## src/trap_cfg.svh

```systemverilog
/*
 * register offsets, field positions, codes and reset values of the
 * machine trap unit; included by every file that needs a number.
 * assumes nothing but a preprocessor.
 */
`ifndef TRAP_CFG_SVH
`define TRAP_CFG_SVH

// ==========================================
// register offsets on the plain register port
`define OFS_STATUS 8'h00
`define OFS_VECTOR 8'h04
`define OFS_ENABLE 8'h08
`define OFS_PENDING 8'h0c
`define OFS_CAUSE 8'h10
`define OFS_RET_PC 8'h14
`define OFS_PRIV 8'h18

// ==========================================
// status field positions
`define ST_GLOBAL_EN 3
`define ST_PRIOR_EN 7
`define ST_PRIOR_PRIV_HI 12
`define ST_PRIOR_PRIV_LO 11

// ==========================================
// enable and pending bit positions
`define IRQ_SOFT_BIT 3
`define IRQ_TIMER_BIT 7
`define IRQ_EXT_BIT 11

// ==========================================
// index of each source in the internal 3-bit vectors
`define SRC_SOFT 0
`define SRC_TIMER 1
`define SRC_EXT 2

// ==========================================
// cause codes and cause layout
`define CODE_SOFT 10'h003
`define CODE_TIMER 10'h007
`define CODE_EXT 10'h00b
`define CAUSE_IRQ_BIT 31

// ==========================================
// vector modes and privilege codes
`define MODE_DIRECT 2'h0
`define MODE_VECTORED 2'h1
`define PRIV_MACHINE 2'h3

// ==========================================
// reset values
`define RST_WORD 32'h0000_0000
`define RST_MODE 2'h0
`define RST_BASE 30'h0000_0000

`endif

```

## src/trap_pkg.sv

```systemverilog
/*
 * types shared by the machine trap unit.
 * assumes trap_cfg.svh for numbers.
 */
package trap_pkg;

   // ==========================================
   // trap sequencing states, one-hot
   typedef enum logic [3:0] {
      st_idle = 4'b0001,
      st_latch = 4'b0010,
      st_target = 4'b0100,
      st_issue = 4'b1000
   } seq_state_t;

   typedef logic [1:0] priv_t;
   typedef logic [9:0] code_t;

endpackage : trap_pkg

```

## src/irq_sel_if.sv

```systemverilog
/*
 * carries pending, enables and the selected interrupt between the trap
 * unit and its priority selector.
 * assumes one clock; the selector is purely combinational.
 */
`timescale 1ns/1ps

interface irq_sel_if;
   logic [2:0] pending;
   logic [2:0] enable;
   logic global_en;
   logic take;
   trap_pkg::code_t code;

   modport core (output pending, output enable, output global_en,
                 input take, input code);
   modport sel (input pending, input enable, input global_en,
                output take, output code);
endinterface : irq_sel_if

```

## src/irq_line_sync.sv

```systemverilog
/*
 * two flip-flop synchroniser for the interrupt source lines.
 * assumes the lines are levels from another domain.
 */
`timescale 1ns/1ps

module irq_line_sync #(
   parameter int WIDTH = 3
) (
   // clock and reset
   input wire logic ref_clk,
   input wire logic reset_n,
   input wire logic clk_en,
   // lines
   input wire logic [WIDTH-1:0] async_in,
   output logic [WIDTH-1:0] sync_out
);

   logic [WIDTH-1:0] stage1;

   // ==========================================
   // two stages, first read only by the second
   always_ff @(posedge ref_clk) begin
      if (!reset_n) begin
         stage1 <= '0;
         sync_out <= '0;
      end else if (clk_en) begin
         stage1 <= async_in;
         sync_out <= stage1;
      end
   end

endmodule : irq_line_sync

```

## src/irq_priority_sel.sv

```systemverilog
/*
 * picks the interrupt to take: external, then software, then timer.
 * assumes pending and enables are already in the core clock domain.
 */
`timescale 1ns/1ps
`include "trap_cfg.svh"

module irq_priority_sel (
   // selection link
   irq_sel_if.sel link
);

   logic [2:0] ready;

   // ==========================================
   // gating and fixed priority
   always_comb begin
      ready = link.pending & link.enable;
      link.take = link.global_en && (ready != 3'h0);
      link.code = `CODE_TIMER;
      if (ready[`SRC_EXT]) begin
         link.code = `CODE_EXT;
      end else if (ready[`SRC_SOFT]) begin
         link.code = `CODE_SOFT;
      end
   end

endmodule : irq_priority_sel

```

## src/machine_trap_entry_exit.sv

```systemverilog
/*
 * machine-mode trap entry and return for a single hart: status, vector,
 * enable, pending, cause and return pc registers, interrupt gating,
 * priority, vector target and pipeline redirect.
 * assumes the pipeline holds a request while trap_busy is high and that
 * source lines arrive asynchronously.
 */
// The register addresses and strobed register access were decided locally.
// How it works
// - global enable clear blocks every interrupt
// - enabled pending interrupt preempts when globally enabled
// - any trap enters machine mode, clears enable
// - copy global enable to prior, then clear
// - save prior privilege in status
// - save pc, then jump by vector mode
// - return restores privilege, enable and pc
// - status bits 3, 7, 12:11 read-write
// - take only if global and source enabled
// - vector holds mode 1:0, base 31:2
// - direct mode: every trap goes to base
// - vectored interrupts go base plus four causes
// - external interrupt uses cause code eleven
// - enable bits 3, 7, 11 read-write
// - pending bits 3, 7, 11 read-only
// - pending follows sources, writes ignored
// - priority external, software, then timer
// - interrupt cause: top bit set, number low
// - handler fetch four cycles after signalling
`timescale 1ns/1ps
`include "trap_cfg.svh"

module machine_trap_entry_exit (
   // clock and reset
   input wire logic ref_clk,
   input wire logic reset_n,
   input wire logic clk_en,
   // register port
   input wire logic [7:0] reg_addr,
   input wire logic [31:0] reg_wdata,
   input wire logic reg_wr,
   input wire logic reg_rd,
   output logic [31:0] reg_rdata,
   // interrupt source lines
   input wire logic soft_irq_line,
   input wire logic timer_irq_line,
   input wire logic ext_irq_line,
   // pipeline requests
   input wire logic [31:0] cur_pc,
   input wire logic exc_req,
   input wire logic [9:0] exc_code,
   input wire logic ret_req,
   // pipeline answers
   output logic redirect_valid,
   output logic [31:0] redirect_pc,
   output logic trap_busy,
   output logic [1:0] priv_mode
);

   // ==========================================
   // declarations
   trap_pkg::seq_state_t state;
   trap_pkg::seq_state_t next_state;
   logic [2:0] src_sync;
   logic global_en;
   logic prior_irq_enable;
   trap_pkg::priv_t prior_privilege;
   logic [1:0] vec_mode;
   logic [29:0] vec_base;
   logic soft_irq_enable;
   logic timer_irq_enable;
   logic ext_irq_enable;
   logic [31:0] cause;
   logic [31:0] ret_pc;
   logic [31:0] target;
   logic trap_is_irq;
   trap_pkg::code_t cause_code;
   logic enter_exc;
   logic enter_irq;
   logic enter;
   logic leave;
   logic wr_status;
   logic wr_vector;
   logic wr_enable;
   logic wr_cause;
   logic wr_ret_pc;

   irq_sel_if sel_link ();

   // ==========================================
   // functions
   function automatic logic [31:0] irq_word(input logic [2:0] bits);
      logic [31:0] w;
      w = `RST_WORD;
      w[`IRQ_SOFT_BIT] = bits[`SRC_SOFT];
      w[`IRQ_TIMER_BIT] = bits[`SRC_TIMER];
      w[`IRQ_EXT_BIT] = bits[`SRC_EXT];
      return w;
   endfunction : irq_word

   function automatic logic [31:0] vec_target(
      input logic [29:0] base,
      input logic [1:0] mode,
      input logic is_irq,
      input trap_pkg::code_t code
   );
      logic [31:0] t;
      t = {base, 2'h0};
      if (is_irq && mode == `MODE_VECTORED) begin
         t = t + {20'h00000, code, 2'h0};
      end
      return t;
   endfunction : vec_target

   // ==========================================
   // source synchronisers and priority selector
   irq_line_sync #(
      .WIDTH(3)
   ) u_sync (
      .ref_clk(ref_clk),
      .reset_n(reset_n),
      .clk_en(clk_en),
      .async_in({ext_irq_line, timer_irq_line, soft_irq_line}),
      .sync_out(src_sync)
   );

   assign sel_link.pending = src_sync;
   assign sel_link.enable = {ext_irq_enable, timer_irq_enable,
                             soft_irq_enable};
   assign sel_link.global_en = global_en;

   irq_priority_sel u_sel (
      .link(sel_link)
   );

   // ==========================================
   // request decode
   always_comb begin
      enter_exc = (state == trap_pkg::st_idle) && exc_req;
      enter_irq = (state == trap_pkg::st_idle) && !exc_req && !ret_req &&
                  sel_link.take;
      enter = enter_exc || enter_irq;
      leave = (state == trap_pkg::st_idle) && !exc_req && ret_req;
      wr_status = reg_wr && reg_addr == `OFS_STATUS;
      wr_vector = reg_wr && reg_addr == `OFS_VECTOR;
      wr_enable = reg_wr && reg_addr == `OFS_ENABLE;
      wr_cause = reg_wr && reg_addr == `OFS_CAUSE;
      wr_ret_pc = reg_wr && reg_addr == `OFS_RET_PC;
   end

   // ==========================================
   // sequencer
   always_comb begin
      case (state)
         trap_pkg::st_idle: begin
            if (enter) begin
               next_state = trap_pkg::st_latch;
            end else if (leave) begin
               next_state = trap_pkg::st_issue;
            end else begin
               next_state = trap_pkg::st_idle;
            end
         end
         trap_pkg::st_latch: begin
            next_state = trap_pkg::st_target;
         end
         trap_pkg::st_target: begin
            next_state = trap_pkg::st_issue;
         end
         trap_pkg::st_issue: begin
            next_state = trap_pkg::st_idle;
         end
         default: begin
            next_state = trap_pkg::st_idle;
         end
      endcase
   end

   always_ff @(posedge ref_clk) begin
      if (!reset_n) begin
         state <= trap_pkg::st_idle;
         trap_busy <= 1'b0;
      end else if (clk_en) begin
         state <= next_state;
         trap_busy <= next_state != trap_pkg::st_idle;
      end
   end

   // ==========================================
   // global enable, prior enable, prior privilege
   always_ff @(posedge ref_clk) begin
      if (!reset_n) begin
         global_en <= 1'b0;
         prior_irq_enable <= 1'b0;
         prior_privilege <= `PRIV_MACHINE;
      end else if (clk_en) begin
         if (enter) begin
            prior_irq_enable <= global_en;
            global_en <= 1'b0;
            prior_privilege <= priv_mode;
         end else if (leave) begin
            global_en <= prior_irq_enable;
            prior_irq_enable <= 1'b1;
         end else if (wr_status) begin
            global_en <= reg_wdata[`ST_GLOBAL_EN];
            prior_irq_enable <= reg_wdata[`ST_PRIOR_EN];
            prior_privilege <=
               reg_wdata[`ST_PRIOR_PRIV_HI:`ST_PRIOR_PRIV_LO];
         end
      end
   end

   // ==========================================
   // current privilege
   always_ff @(posedge ref_clk) begin
      if (!reset_n) begin
         priv_mode <= `PRIV_MACHINE;
      end else if (clk_en) begin
         if (enter) begin
            priv_mode <= `PRIV_MACHINE;
         end else if (leave) begin
            priv_mode <= prior_privilege;
         end
      end
   end

   // ==========================================
   // trap vector
   always_ff @(posedge ref_clk) begin
      if (!reset_n) begin
         vec_mode <= `RST_MODE;
         vec_base <= `RST_BASE;
      end else if (clk_en && wr_vector) begin
         vec_base <= reg_wdata[31:2];
         if (reg_wdata[1:0] == `MODE_DIRECT ||
             reg_wdata[1:0] == `MODE_VECTORED) begin
            vec_mode <= reg_wdata[1:0];
         end
      end
   end

   // ==========================================
   // individual enables
   always_ff @(posedge ref_clk) begin
      if (!reset_n) begin
         soft_irq_enable <= 1'b0;
         timer_irq_enable <= 1'b0;
         ext_irq_enable <= 1'b0;
      end else if (clk_en && wr_enable) begin
         soft_irq_enable <= reg_wdata[`IRQ_SOFT_BIT];
         timer_irq_enable <= reg_wdata[`IRQ_TIMER_BIT];
         ext_irq_enable <= reg_wdata[`IRQ_EXT_BIT];
      end
   end

   // ==========================================
   // cause and return pc
   always_ff @(posedge ref_clk) begin
      if (!reset_n) begin
         cause <= `RST_WORD;
         trap_is_irq <= 1'b0;
         cause_code <= `CODE_SOFT;
      end else if (clk_en) begin
         if (enter_irq) begin
            cause <= `RST_WORD;
            cause[`CAUSE_IRQ_BIT] <= 1'b1;
            cause[9:0] <= sel_link.code;
            trap_is_irq <= 1'b1;
            cause_code <= sel_link.code;
         end else if (enter_exc) begin
            cause <= {22'h000000, exc_code};
            trap_is_irq <= 1'b0;
            cause_code <= exc_code;
         end else if (wr_cause) begin
            cause <= reg_wdata;
         end
      end
   end

   always_ff @(posedge ref_clk) begin
      if (!reset_n) begin
         ret_pc <= `RST_WORD;
      end else if (clk_en) begin
         if (enter) begin
            ret_pc <= cur_pc;
         end else if (wr_ret_pc) begin
            ret_pc <= {reg_wdata[31:2], 2'h0};
         end
      end
   end

   // ==========================================
   // redirect target and issue
   always_ff @(posedge ref_clk) begin
      if (!reset_n) begin
         target <= `RST_WORD;
      end else if (clk_en) begin
         if (leave) begin
            target <= ret_pc;
         end else if (state == trap_pkg::st_latch) begin
            target <= vec_target(vec_base, vec_mode, trap_is_irq,
                                 cause_code);
         end
      end
   end

   always_ff @(posedge ref_clk) begin
      if (!reset_n) begin
         redirect_valid <= 1'b0;
         redirect_pc <= `RST_WORD;
      end else if (clk_en) begin
         redirect_valid <= state == trap_pkg::st_issue;
         if (state == trap_pkg::st_issue) begin
            redirect_pc <= target;
         end
      end
   end

   // ==========================================
   // register read, data in the following cycle only
   always_ff @(posedge ref_clk) begin
      if (!reset_n) begin
         reg_rdata <= `RST_WORD;
      end else if (clk_en) begin
         reg_rdata <= `RST_WORD;
         if (reg_rd) begin
            case (reg_addr)
               `OFS_STATUS: begin
                  reg_rdata[`ST_GLOBAL_EN] <= global_en;
                  reg_rdata[`ST_PRIOR_EN] <= prior_irq_enable;
                  reg_rdata[`ST_PRIOR_PRIV_HI:`ST_PRIOR_PRIV_LO] <=
                     prior_privilege;
               end
               `OFS_VECTOR: begin
                  reg_rdata <= {vec_base, vec_mode};
               end
               `OFS_ENABLE: begin
                  reg_rdata <= irq_word(sel_link.enable);
               end
               `OFS_PENDING: begin
                  reg_rdata <= irq_word(src_sync);
               end
               `OFS_CAUSE: begin
                  reg_rdata <= cause;
               end
               `OFS_RET_PC: begin
                  reg_rdata <= ret_pc;
               end
               `OFS_PRIV: begin
                  reg_rdata[1:0] <= priv_mode;
               end
               default: begin
                  reg_rdata <= `RST_WORD;
               end
            endcase
         end
      end
   end

endmodule : machine_trap_entry_exit

```

## config.mk

```make
export PLATFORM = sky130hd
export DESIGN_NAME = machine_trap_entry_exit
export DESIGN_NICKNAME = d
export VERILOG_FILES = /design/src/trap_pkg.sv /design/src/irq_sel_if.sv /design/src/irq_line_sync.sv /design/src/irq_priority_sel.sv /design/src/machine_trap_entry_exit.sv
export VERILOG_INCLUDE_DIRS = /design/src /design/src/src
export SDC_FILE = /design/constraint.sdc
export NUM_CORES = 1
export LEC_CHECK = 0
export BUFFER_PORTS_ARGS = -buffer_cell sky130_fd_sc_hd__buf_2
export CELL_PAD_IN_SITES_DETAIL_PLACEMENT = 1
export CELL_PAD_IN_SITES_GLOBAL_PLACEMENT = 2
export CORE_MARGIN = 1.5
export CORE_UTILIZATION = 33
export DETAILED_ROUTE_END_ITERATION = 8
export GPL_TIMING_DRIVEN = 0
export PLACE_DENSITY_LB_ADDON = 0.1
export SYNTH_ARGS = -nofsm -noshare
export SYNTH_HDL_FRONTEND = slang
export SYNTH_SLANG_ARGS = --single-unit
```

## constraint.sdc

```tcl
create_clock -name ref_clk -period 2.7 [get_ports ref_clk]
set_input_delay 0.405 -clock ref_clk [delete_from_list [all_inputs] [get_ports ref_clk]]
set_output_delay 0.405 -clock ref_clk [all_outputs]
set_load 0.05 [all_outputs]
```

==> results.ini <==
[clocking]
cts_tree = built
clock_sinks = 224
cts_max_path_buffers = 3
cts_hold_buf = 0
htreeDepth = 1
cts_root_buf = clkbuf_16
clkTransAtPathRegs_ns = 0.06
cts_buffers = 27
worstSkewPairLatency_ns = 0.56

[sta]
rsz0062_at_grt = no
hold_violations = 0
setup_viol = 0
setup_tns_ns = 0
clock_skew_ns = 0.0253
max_freq_mhz = 387
layout_setup_ws_ns = 0.113
post-route-period-util = 0.958
relSlewSlack = 0.130
tightest_slew_ns = 1.30
slew_violations = 0
timing.final.crit_period_ns = 2.59

[worst_setup_path]
cp_max_fo = 5
crit_path_max_incr_delay_ns = 0.53
crit_type = reg2reg
end_kind = flip-flop
critPathLaunchType = flip-flop
required_ns = 3.13
worstPathArrival_ns = 3.01
crit_chain = ha_2, a21oi_1, nor3_1, a211oi_2, a2111oi_4, mux2i_1, a311o_1
crit_buf_inv = 0
path_delay_family = compound AO/OA/AOI/OAI gates
cpMaxStageDelayCell = dfxtp_1

[worst_hold_path]
hold_class = in2reg

[synthesis]
syn_area_per_cell_um2 = 8.19
yosys_register_bits = 224
yosysSeqAreaShare = 0.448
synth_flop_cell = dfxtp_1
syn-num-nets = 1324
synth_edf_count = 0
ys_warn_count = 0
netlist_area_um2 = 10000
ys_async_sr_fraction = 0
synth_cells = 1221
synthDistinctLibCells = 72

[outcome]
status = complete, no violations

[global_routing]
grt_usage = 0.276
grt_pass1_wl_um = 64100
grt_busiest_layer = met2
overflow = 0
grt_pass1_vias = 9996
met3_usage = 0.0408
gr-usage-met2 = 0.438
globalRouteMet1Util = 0.396
antenna_found_initial = 1
grt_max_degree = 14

[drt]
finalWirelength_um = 43400
antenna_left = 0
drt_iter0_drc = 742
firstDrtPassIters = 8
drc = 0
routedWlPerCell_um = 23.8
vias = 10150
vias_per_cell = 5.58

[power_and_ir_drop]
p_per_area_nw_per_um2 = 640
power.leakage_nw = 4.50
vdd_drop_max_mv = 0.348

[die]
ios = 160
rows = 63
die_area_um2 = 31400
core_area_um2 = 29700
die_w_um = 177
die_y_um = 177
initial_core_util = 0.337

[place]
dp.cells = 1766
pre_cts_ws_ns = -0.476
io_buffer_count = 155
hpwl_um = 33300
place_area_um2 = 11300
place.gp.congestion = 0.876

[cells_and_area]
synthToLayoutAreaGrowth_pct = 23.2
final_cells = 1820
final_cell_mix = 290 x nand2_1, 223 x dfxtp_1, 167 x buf_2
final_net_count = 1511
final_area_um2 = 12300
final_common_cell = nand2_1
drive_above_1_share = 0.177

[flow_run]
maxCapViolations = 0

## cells by family (layout without fill, tap and decap cells)
family	count (synthesis)	after routing	share of synthesized area
compound gates	353	353	0.242
xor+xnor	21	21	0.0184
fa+ha+maj	11	11	0.0145
buf+inv	103	311	0.0407
flops	224	224	0.448
mux	22	22	0.0224
other cells	0	1	0
simple gates	487	487	0.214
## worst reg2reg max path: stages, from the launching register on
cell and delay (ns):
dfxtp_1 0.53, ha_2 0.38, a21oi_1 0.35, nor3_1 0.11, a211oi_2 0.44, a2111oi_4 0.17, mux2i_1 0.15, a311o_1 0.34
## cells in the mapped netlist (all sizes together), types with 4 or more instances
cell type | number | area share
and2 | 6 | 0.0038
a22oi | 7 | 0.0053
a31oi | 16 | 0.010
nand3 | 23 | 0.012
ha | 10 | 0.013
nand2 | 290 | 0.11
nor3 | 22 | 0.013
nand4 | 10 | 0.0063
xor2 | 7 | 0.0061
xnor2 | 14 | 0.012
a211oi | 9 | 0.0068
o221ai | 7 | 0.0068
a311oi | 31 | 0.027
inv | 6 | 0.0023
a21boi | 6 | 0.0045
or3 | 8 | 0.0050
mux2i | 19 | 0.019
o22ai | 8 | 0.0050
o211ai | 7 | 0.0053
dfxtp | 224 | 0.45
nor2 | 86 | 0.032
a21oi | 107 | 0.054
a221oi | 8 | 0.0076
clkbuf | 79 | 0.030
a32oi | 7 | 0.0061
a222oi | 26 | 0.026
and3 | 5 | 0.0031
a22o | 22 | 0.019
buf | 16 | 0.0080
a21o | 4 | 0.0030
nor4 | 12 | 0.0090
o21ai | 65 | 0.033
nand2b | 6 | 0.0038
## metal layers
metal / vias up / wire length, µm / part of all wire
met5: - / 0 / 0
met1: 4946 / 20100 / 0.46
met2: 346 / 19300 / 0.44
met4: 0 / 835 / 0.019
li1: 4803 / - / -
met3: 55 / 3200 / 0.074
## worst paths after layout
path                                     start                       endpoint  slack, ns  cells after the start
setup / recovery      vec_base[6]$_SDFFE_PN0P_        target[29]$_SDFFE_PN0P_       0.11                      7
hold / removal                  timer_irq_line  u_sync.stage1[1]$_SDFFE_PN0P_        0.1                      3
setup reg to reg      vec_base[6]$_SDFFE_PN0P_        target[29]$_SDFFE_PN0P_       0.11                      7
hold reg to reg   redirect_pc[24]$_SDFFE_PN0P_   redirect_pc[24]$_SDFFE_PN0P_       0.45                      2
## cell type report
type	instances	area (µm²)
Timing Repair Buffer	158	798
Clock inverter	11	146
Buffer	95	390
Clock buffer	39	791
Inverter	8	30.0
Tap cell	390	488
Antenna cell	1	2.50
Multi-Input combinational cell	894	5190
Sequential cell	224	4490
Fill cell	3642	17400
## where the power goes
group	switching [mW]	leakage (nW)	internal (mW)	total (mW)
logic	0.422	2.23	0.188	0.610
registers	0.0716	1.81	3.37	3.44
clock network	1.51	0.462	2.32	3.83
total	2.00	4.50	5.88	7.88
## timing repair
action,in CTS,in global routing
endpoints found under the setup margin,76,58
gates resized for setup,11,17
pin swaps,1,4
buffers inserted,1,2
## sequential cells by signal, summed over array words and instances, names as in the netlist, 2 cells and up
register         cells
cause               32
redirect_pc         32
reg_rdata           32
ret_pc              32
target              32
vec_base            30
cause_code          10
state                4
u_sync.stage1        3
u_sync.sync_out      3
prior_privilege      2
priv_mode            2
vec_mode             2
## stage by stage
step | util | total power [mW] | hold slack (ns)
after floorplan | - | 3.79 | 0.429
after global placement | 0.379 | 4.09 | 0.434
after detailed placement | 0.379 | 4.10 | 0.443
after CTS | 0.413 | 7.92 | 0.0948
after global routing | 0.414 | 8.15 | 0.105
final | 0.415 | 7.88 | 0.0989
(Power assumes the default switching activity.)
